**src/pkg/sfpt_defines.svh**
```systemverilog
`ifndef SFPT_DEFINES_SVH
`define SFPT_DEFINES_SVH

// ----------------------------------------------------------------------
// relative byte offsets inside the parameter
// ----------------------------------------------------------------------
`define SFPT_OFS_ID      8'h00
`define SFPT_OFS_LEN     8'h01
`define SFPT_OFS_WRCTL   8'h02
`define SFPT_OFS_ERS4K   8'h03
`define SFPT_OFS_RDMODES 8'h04
`define SFPT_OFS_DW1TOP  8'h05
`define SFPT_OFS_DENS0   8'h06
`define SFPT_OFS_DENS1   8'h07
`define SFPT_OFS_DENS2   8'h08
`define SFPT_OFS_DENS3   8'h09
`define SFPT_OFS_QIO_CYC 8'h0a
`define SFPT_OFS_QIO_OP  8'h0b
`define SFPT_OFS_QO_CYC  8'h0c
`define SFPT_OFS_QO_OP   8'h0d
`define SFPT_OFS_DO_CYC  8'h0e
`define SFPT_OFS_DO_OP   8'h0f
`define SFPT_OFS_DIO_CYC 8'h10
`define SFPT_OFS_DIO_OP  8'h11
`define SFPT_OFS_LAST    8'h11

// ----------------------------------------------------------------------
// byte contents
// ----------------------------------------------------------------------
`define SFPT_VAL_ID      8'ha5
`define SFPT_VAL_LEN     8'h3c
`define SFPT_VAL_WRCTL   8'hff
`define SFPT_VAL_ERS4K   8'hff
`define SFPT_VAL_RDMODES 8'hf3
`define SFPT_VAL_DW1TOP  8'hff
`define SFPT_VAL_DENS0   8'hff
`define SFPT_VAL_DENS1   8'hff
`define SFPT_VAL_DENS2   8'hff
`define SFPT_VAL_DENS3   8'h07
`define SFPT_VAL_QIO_CYC 8'h44
`define SFPT_VAL_QIO_OP  8'heb
`define SFPT_VAL_QO_CYC  8'h08
`define SFPT_VAL_QO_OP   8'h6b
`define SFPT_VAL_DO_CYC  8'h08
`define SFPT_VAL_DO_OP   8'h3b
`define SFPT_VAL_DIO_CYC 8'h80
`define SFPT_VAL_DIO_OP  8'hbb
`define SFPT_VAL_MISS    8'hff

// ----------------------------------------------------------------------
// field positions, reset values, steps
// ----------------------------------------------------------------------
`define SFPT_DDR_BIT     3
`define SFPT_RST_BYTE    8'h00
`define SFPT_PTR_STEP    8'h01

`endif

```
**src/pkg/sfpt_pkg.sv**
```systemverilog
package sfpt_pkg;

  // one table byte
  typedef logic [7:0] sfpt_byte_t;

  // read session state
  typedef enum logic [1:0]
  {
    SFPT_ST_IDLE  = 2'b00,
    SFPT_ST_SERVE = 2'b01
  } sfpt_state_t;

endpackage

```
**src/verilog/sfpt_rom.sv**
```systemverilog
`timescale 1ns/1ps
`default_nettype none
`include "sfpt_defines.svh"

module sfpt_rom
(
  input  wire logic                 i_addr_hit_unused_n,
  input  wire sfpt_pkg::sfpt_byte_t i_addr,
  output logic                      o_hit,
  output sfpt_pkg::sfpt_byte_t      o_data
);

  // ----------------------------------------------------------------------
  // constant lookup
  // ----------------------------------------------------------------------

  // returns the fixed byte for a relative offset, erased value elsewhere
  function automatic sfpt_pkg::sfpt_byte_t sfpt_lookup
  (
    input sfpt_pkg::sfpt_byte_t addr
  );
    sfpt_pkg::sfpt_byte_t val;
    begin
      val = `SFPT_VAL_MISS;
      unique case (addr)
        // (RQ1) identifier byte
        `SFPT_OFS_ID:      val = `SFPT_VAL_ID;
        // (RQ2) length byte
        `SFPT_OFS_LEN:     val = `SFPT_VAL_LEN;
        // (RQ3) write control byte
        `SFPT_OFS_WRCTL:   val = `SFPT_VAL_WRCTL;
        // (RQ4) no small erase
        `SFPT_OFS_ERS4K:   val = `SFPT_VAL_ERS4K;
        // (RQ5) (RQ6) read modes, rate flag
        `SFPT_OFS_RDMODES: val = `SFPT_VAL_RDMODES;
        // (RQ12) unused top byte
        `SFPT_OFS_DW1TOP:  val = `SFPT_VAL_DW1TOP;
        // (RQ7) zero based density
        `SFPT_OFS_DENS0:   val = `SFPT_VAL_DENS0;
        `SFPT_OFS_DENS1:   val = `SFPT_VAL_DENS1;
        `SFPT_OFS_DENS2:   val = `SFPT_VAL_DENS2;
        `SFPT_OFS_DENS3:   val = `SFPT_VAL_DENS3;
        // (RQ8) quad I/O entry
        `SFPT_OFS_QIO_CYC: val = `SFPT_VAL_QIO_CYC;
        `SFPT_OFS_QIO_OP:  val = `SFPT_VAL_QIO_OP;
        // (RQ9) quad output entry
        `SFPT_OFS_QO_CYC:  val = `SFPT_VAL_QO_CYC;
        `SFPT_OFS_QO_OP:   val = `SFPT_VAL_QO_OP;
        // (RQ10) dual output entry
        `SFPT_OFS_DO_CYC:  val = `SFPT_VAL_DO_CYC;
        `SFPT_OFS_DO_OP:   val = `SFPT_VAL_DO_OP;
        // (RQ11) dual I/O entry
        `SFPT_OFS_DIO_CYC: val = `SFPT_VAL_DIO_CYC;
        `SFPT_OFS_DIO_OP:  val = `SFPT_VAL_DIO_OP;
        default:           val = `SFPT_VAL_MISS;
      endcase
      sfpt_lookup = val;
    end
  endfunction

  // table byte and in-range flag for the addressed offset
  assign o_data = sfpt_lookup(i_addr);
  assign o_hit  = (i_addr <= `SFPT_OFS_LAST) & ~i_addr_hit_unused_n;

endmodule

`default_nettype wire

```
**src/verilog/sfpt_table.sv**
```systemverilog
// Functional notes
// (RQ1) byte 00h returns identifier A5h
// (RQ2) byte 01h returns length 3Ch
// (RQ3) byte 02h returns write/erase control FFh
// (RQ4) byte 03h FFh: no 4 kB erase opcode
// (RQ5) byte 04h F3h: read modes, address bytes
// (RQ6) double-rate flag bit 19 reads zero
// (RQ7) bytes 06h-09h: density FFh FFh FFh 07h
// (RQ8) quad-I/O: 44h then opcode EBh
// (RQ9) quad-output: 08h then opcode 6Bh
// (RQ10) dual-output: 08h then opcode 3Bh
// (RQ11) dual-I/O: 80h then opcode BBh
// (RQ12) byte 05h returns FFh
// (RQ13) constant bytes, writes ignored, no read effects
`timescale 1ns/1ps
`default_nettype none
`include "sfpt_defines.svh"

module sfpt_table
(
  input  wire logic                 i_ref_clk,
  input  wire logic                 i_reset,
  input  wire logic                 i_rd_req,
  input  wire sfpt_pkg::sfpt_byte_t i_rd_addr,
  input  wire logic                 i_rd_next,
  input  wire logic                 i_wr_req,
  output logic                      o_rd_valid,
  output sfpt_pkg::sfpt_byte_t      o_rd_data,
  output sfpt_pkg::sfpt_byte_t      o_rd_addr,
  output logic                      o_in_table,
  output logic                      o_wr_ignored
);

  // ----------------------------------------------------------------------
  // state
  // ----------------------------------------------------------------------
  sfpt_pkg::sfpt_state_t state;
  sfpt_pkg::sfpt_state_t next_state;
  sfpt_pkg::sfpt_byte_t  ptr;
  sfpt_pkg::sfpt_byte_t  next_ptr;
  sfpt_pkg::sfpt_byte_t  rd_data;
  sfpt_pkg::sfpt_byte_t  next_rd_data;
  logic                  rd_valid;
  logic                  next_rd_valid;
  logic                  in_table;
  logic                  next_in_table;
  logic                  wr_ignored;
  logic                  next_wr_ignored;
  logic                  step;
  logic                  rom_hit;
  sfpt_pkg::sfpt_byte_t  rom_data;

  // ----------------------------------------------------------------------
  // pointer update
  // ----------------------------------------------------------------------

  // a new request reloads the pointer, next advances it inside a session
  always_comb
  begin
    next_state = state;
    next_ptr   = ptr;
    step       = 1'b0;
    unique case (state)
      sfpt_pkg::SFPT_ST_IDLE:
      begin
        if (i_rd_req)
        begin
          next_state = sfpt_pkg::SFPT_ST_SERVE;
          next_ptr   = i_rd_addr;
          step       = 1'b1;
        end
      end
      sfpt_pkg::SFPT_ST_SERVE:
      begin
        if (i_rd_req)
        begin
          next_ptr = i_rd_addr;
          step     = 1'b1;
        end
        else if (i_rd_next)
        begin
          next_ptr = sfpt_pkg::sfpt_byte_t'(ptr + `SFPT_PTR_STEP);
          step     = 1'b1;
        end
      end
    endcase
  end

  // ----------------------------------------------------------------------
  // constant table
  // ----------------------------------------------------------------------

  // looked up at the pointer's next value so data lands with it
  sfpt_rom u_rom
  (
    .i_addr_hit_unused_n (1'b0),
    .i_addr              (next_ptr),
    .o_hit               (rom_hit),
    .o_data              (rom_data)
  );

  // ----------------------------------------------------------------------
  // answer path
  // ----------------------------------------------------------------------

  // (RQ13) reads only, writes ignored
  always_comb
  begin
    next_rd_valid   = step;
    next_rd_data    = rd_data;
    next_in_table   = in_table;
    next_wr_ignored = i_wr_req;
    if (step)
    begin
      next_rd_data  = rom_data;
      next_in_table = rom_hit;
    end
  end

  // registers all state and outputs
  always_ff @(posedge i_ref_clk)
  begin
    if (i_reset)
    begin
      state      <= sfpt_pkg::SFPT_ST_IDLE;
      ptr        <= `SFPT_RST_BYTE;
      rd_data    <= `SFPT_RST_BYTE;
      rd_valid   <= 1'b0;
      in_table   <= 1'b0;
      wr_ignored <= 1'b0;
    end
    else
    begin
      state      <= next_state;
      ptr        <= next_ptr;
      rd_data    <= next_rd_data;
      rd_valid   <= next_rd_valid;
      in_table   <= next_in_table;
      wr_ignored <= next_wr_ignored;
    end
  end

  assign o_rd_valid   = rd_valid;
  assign o_rd_data    = rd_data;
  assign o_rd_addr    = ptr;
  assign o_in_table   = in_table;
  assign o_wr_ignored = wr_ignored;
endmodule

`default_nettype wire

```
**config.mk**
```make
export PLATFORM = sky130hd
export DESIGN_NAME = sfpt_table
export DESIGN_NICKNAME = d
export VERILOG_FILES = /design/src/pkg/sfpt_pkg.sv /design/src/verilog/sfpt_rom.sv /design/src/verilog/sfpt_table.sv
export VERILOG_INCLUDE_DIRS = /design/src /design/src/pkg
export SDC_FILE = /design/constraint.sdc
export NUM_CORES = 1
export LEC_CHECK = 0
export BUFFER_PORTS_ARGS = -buffer_cell sky130_fd_sc_hd__clkbuf_2
export CELL_PAD_IN_SITES_DETAIL_PLACEMENT = 0
export CELL_PAD_IN_SITES_GLOBAL_PLACEMENT = 1
export CORE_MARGIN = 1
export CORE_UTILIZATION = 36
export CTS_CLUSTER_SIZE = 30
export DETAILED_ROUTE_END_ITERATION = 8
export PLACE_DENSITY_LB_ADDON = 0.1
export SYNTH_ARGS = -nofsm -noshare
export SYNTH_HDL_FRONTEND = slang
export SYNTH_HIERARCHICAL = 1
export SYNTH_SLANG_ARGS = --single-unit
```
**constraint.sdc**
```tcl
create_clock -name i_ref_clk -period 2.8 [get_ports i_ref_clk]
set_input_delay 0.28 -clock i_ref_clk [delete_from_list [all_inputs] [get_ports i_ref_clk]]
set_output_delay 0.28 -clock i_ref_clk [all_outputs]
set_load 0.1 [all_outputs]
```
==> metrics.log <==
INFO  metric clockPowerShare = 0.269
INFO  metric chipWidth = approximately 62 µm
INFO  metric power.density_cell_area = between 500 and 600 mW/mm²
INFO  metric post_dp_cell_area = roughly 0.0015 mm²
INFO  metric post_drt_wl_per_cell = 13.1 µm
INFO  metric fp.coreArea = 0.00339 mm²
INFO  metric antennaDiodeCount = 0
INFO  metric cell_area_after_technology_mapping = 0.00129 mm²
INFO  metric yosys_warning_total = 6
INFO  metric post_synth_cell_types = 42
INFO  metric finalHoldViolCount = 0
INFO  metric max_slew.worst_pin.slew = 0.545 ns
INFO  metric grt.total_usage = 0.181
INFO  metric drt_iter0_markers = 68
INFO  metric syn-instance-count = 166
INFO  metric async_flop_share = 0
INFO  metric floorplan.io_pins = 32
INFO  metric h-tree-depth = 1
INFO  metric placement_rows = 21
INFO  metric setup_violations = 0
INFO  metric nets = 213
INFO  metric postCtsResizedCells = 0
INFO  metric timing.max_cap.violations = 0
INFO  metric crit_type = reg2reg
INFO  metric final_critical_delay_including_setup_and_external_delays = 2.47 ns
INFO  metric initial_utilization = 0.381
INFO  metric design.die.area = 0.00383 mm²
INFO  metric cts_hold_buffers = 0
INFO  metric critPathLaunchType = flip-flop
INFO  metric timing.final.ws_setup = 0.335 ns
INFO  metric synth-main-ff-cell = dfxtp_1
INFO  metric design_power_total = 900 µW
INFO  metric gp_congestion = slightly below 0.9
INFO  metric synth_edf_count = 0
INFO  metric layout_worst_path_cycle_share = 0.880
INFO  metric drtPass1Iterations = 4
INFO  metric power.share.switching = 0.414
INFO  metric worst_setup_path_end_kind = flip-flop
INFO  metric combinationalPowerShare = 0.367
INFO  metric synth_seq_cells = 20
INFO  metric fraction_of_the_yosys_area_taken_by_sequential_cells = 0.310
INFO  metric crit_fanout = 8
INFO  metric globalRoute.totalOverflow = 0
INFO  metric place_hpwl = 2.34 mm
INFO  metric die_h = 61.9 µm
INFO  metric grt_setup_unrepaired = no
INFO  metric highest_layer = met4
INFO  metric syn_to_final_growth = 17.5%
INFO  metric dpl.cell_count = 234
INFO  metric fin_worst_hold_slack = between 0.15 and 0.2 ns
INFO  metric fillCellCount = about 370
INFO  metric instances_no_fill = 238
INFO  metric portBuffers = 31
INFO  metric vdd.ir_drop.worst = between 0.2 and 0.25 mV
INFO  metric cts_max_path_buffers = 2
INFO  metric grt_pass1_wl = 4.98 mm
INFO  metric number_of_clock_sinks = 20
INFO  metric reg2reg_setup_slack = 0.33 ns
INFO  metric yosysMostFrequentCell = nand2_1
INFO  metric number_of_global_route_vias_before_repair = 1112
INFO  metric m1WireLength = 1.41 mm
INFO  metric number_of_antenna_violations_at_the_first_check_in_global_routing = 0
INFO  metric cts_root_buf = clkbuf_4
INFO  metric clk-insertion-delay-late = between 0.3 and 0.4 ns
INFO  metric worst_clock_skew = 0.0132 ns
INFO  metric finish.instance_area = 0.00152 mm²
INFO  metric synth_top_cell_area_share = 0.310
INFO  metric tritoncts = yes
INFO  metric p_int = between 500 and 600 µW
INFO  metric route.met2.wl = 1.51 mm
INFO  metric worst_setup_path_endpoint = o_rd_data[4]
INFO  metric slew_headroom = 0.638
INFO  metric net-switching-power = around 370 µW
INFO  metric worstReg2RegStart = state[0]
INFO  metric syn_avg_cell_area = 7.77 µm²
INFO  metric power.static_leakage = between 0.6 and 0.7 nW
INFO  metric cp-startpoint = state[0]
INFO  metric fmax = just over 400 MHz
INFO  metric finalSetupTns = 0 ns
INFO  metric critical_path_arrival = around 2.7 ns
INFO  metric ant_nets = 0
INFO  metric status = complete, no violations
INFO  metric grt_start_max_net_pins = 21
INFO  metric routed_wl = between 3 and 4 mm
INFO  metric worst_setup_hold_path_clk_slew = 0.13 ns
INFO  metric met3_length = between 150 and 200 µm
INFO  metric rr_endpoint = o_rd_data[4]
INFO  metric mappedNetlistNets = 186
INFO  metric netlist.top_cell.by_area = dfxtp_1
INFO  metric total_number_of_vias = 1260
INFO  metric required_time_at_the_endpoint_of_the_critical_path = slightly above 3 ns
INFO  metric pre_cts_ws = 0.388 ns
INFO  metric cts_buffers = 3
INFO  metric final_report_max_slew_violation_count = 0
INFO  metric post-cts-setup-buffers = 0
INFO  metric yosys-top-cells-count = 28 x nand2_1, 20 x a21oi_1, 20 x dfxtp_1
INFO  metric seqPwrFrac = 0.364
INFO  metric ys_top_cells_by_area = dfxtp_1 31%, nand2_1 8.1%, a21oi_1 7.8%
INFO  metric detail_route.drc_violations = 0
INFO  metric ff2ff_path_depth = 10
INFO  metric utilization = 0.447
INFO  metric layout_cells_sized_above_1 = 0.240
INFO  metric hold_path_class = in2reg
INFO  metric drt-vias-per-instance = ~5.3
==> area by class of cell <==
class	count	area, µm²	share of cell area
clock buffer	3	22.5	0.0149
timing repair buffer	32	163	0.107
sequential	20	403	0.266
tap	46	57.6	0.0380
inverter	4	15.0	0.00991
clock inverter	1	30.0	0.0198
multi-input combinational	132	825	0.544
==> worst min-delay path by stage <==
stage	slack, ns	startpoint	endpoint	cells past startpoint
6_report	0.16	i_wr_req	o_wr_ignored	2
5_1_grt	0.17	i_wr_req	o_wr_ignored	2
4_1_cts	0.15	i_wr_req	o_wr_ignored	2
3_5_place_dp	0.44	o_rd_data[6]	o_rd_data[6]	2
3_3_place_gp	0.44	o_rd_data[0]	o_rd_data[0]	2
2_1_floorplan	0.41	i_wr_req	o_wr_ignored	1
==> cell families after synthesis <==
kind of cell               share of synthesized area
and+or+nand+nor                                0.280
AOI/OAI and AO/OA                              0.228
DFF                                            0.310
buffers and inverters                         0.0504
adders and majority gates                     0.0679
muxes                                         0.0466
xor gates and xnor gates                      0.0136
other                                        0.00291
==> layout by cell type (no fill, tap or decap), drive strengths merged, types with 2 or more instances in the layout <==
| cell type | netlist | routed |
|---|---|---|
| ha | 7 | 7 |
| nand3 | 3 | 3 |
| a211oi | 7 | 7 |
| and4 | 2 | 2 |
| nor2 | 10 | 10 |
| a22oi | 2 | 2 |
| nor4 | 2 | 2 |
| mux2i | 6 | 6 |
| nand2 | 28 | 28 |
| clkbuf | 4 | 34 |
| nor2b | 3 | 3 |
| a21oi | 22 | 22 |
| inv | 4 | 4 |
| o21ai | 11 | 11 |
| dfxtp | 20 | 20 |
| xor2 | 2 | 2 |
| nand3b | 2 | 2 |
| nor3 | 4 | 4 |
| nand2b | 5 | 5 |
==> critical path, cell delays in order, from the launching register on <==
cell and delay [ns]:
dfxtp_1 0.53, nand2_1 0.16, xor2_1 0.19, a21oi_1 0.42, inv_1 0.16, ha_1 0.26
or3b_4 0.25, o31ai_1 0.07, o21ai_0 0.17, nand2_1 0.07, a21oi_1 0.13
==> power by group through the flow <==
stage	combinational, mW	clock, mW	sequential (mW)
global placement	0.331	0	0.333
finish	0.331	0.242	0.327
detailed placement	0.331	0	0.334
global route	0.357	0.260	0.332
floorplan	0.128	0	0.480
CTS	0.332	0.254	0.328
==> routing by layer <==
metal / vias to the layer above / global-route usage
li1: 642 / -
met1: 582 / 0.225
met2: 32 / 0.312
met3: 4 / 0.0455
met4: 0 / 0.0444
met5: - / 0
==> sequential cells by signal, indices dropped and copies added (netlist names) <==
register	flops
o_rd_data	8
o_rd_valid	1
o_rd_addr	8
state	1
o_in_table	1
o_wr_ignored	1
(Power assumes the default switching activity.)
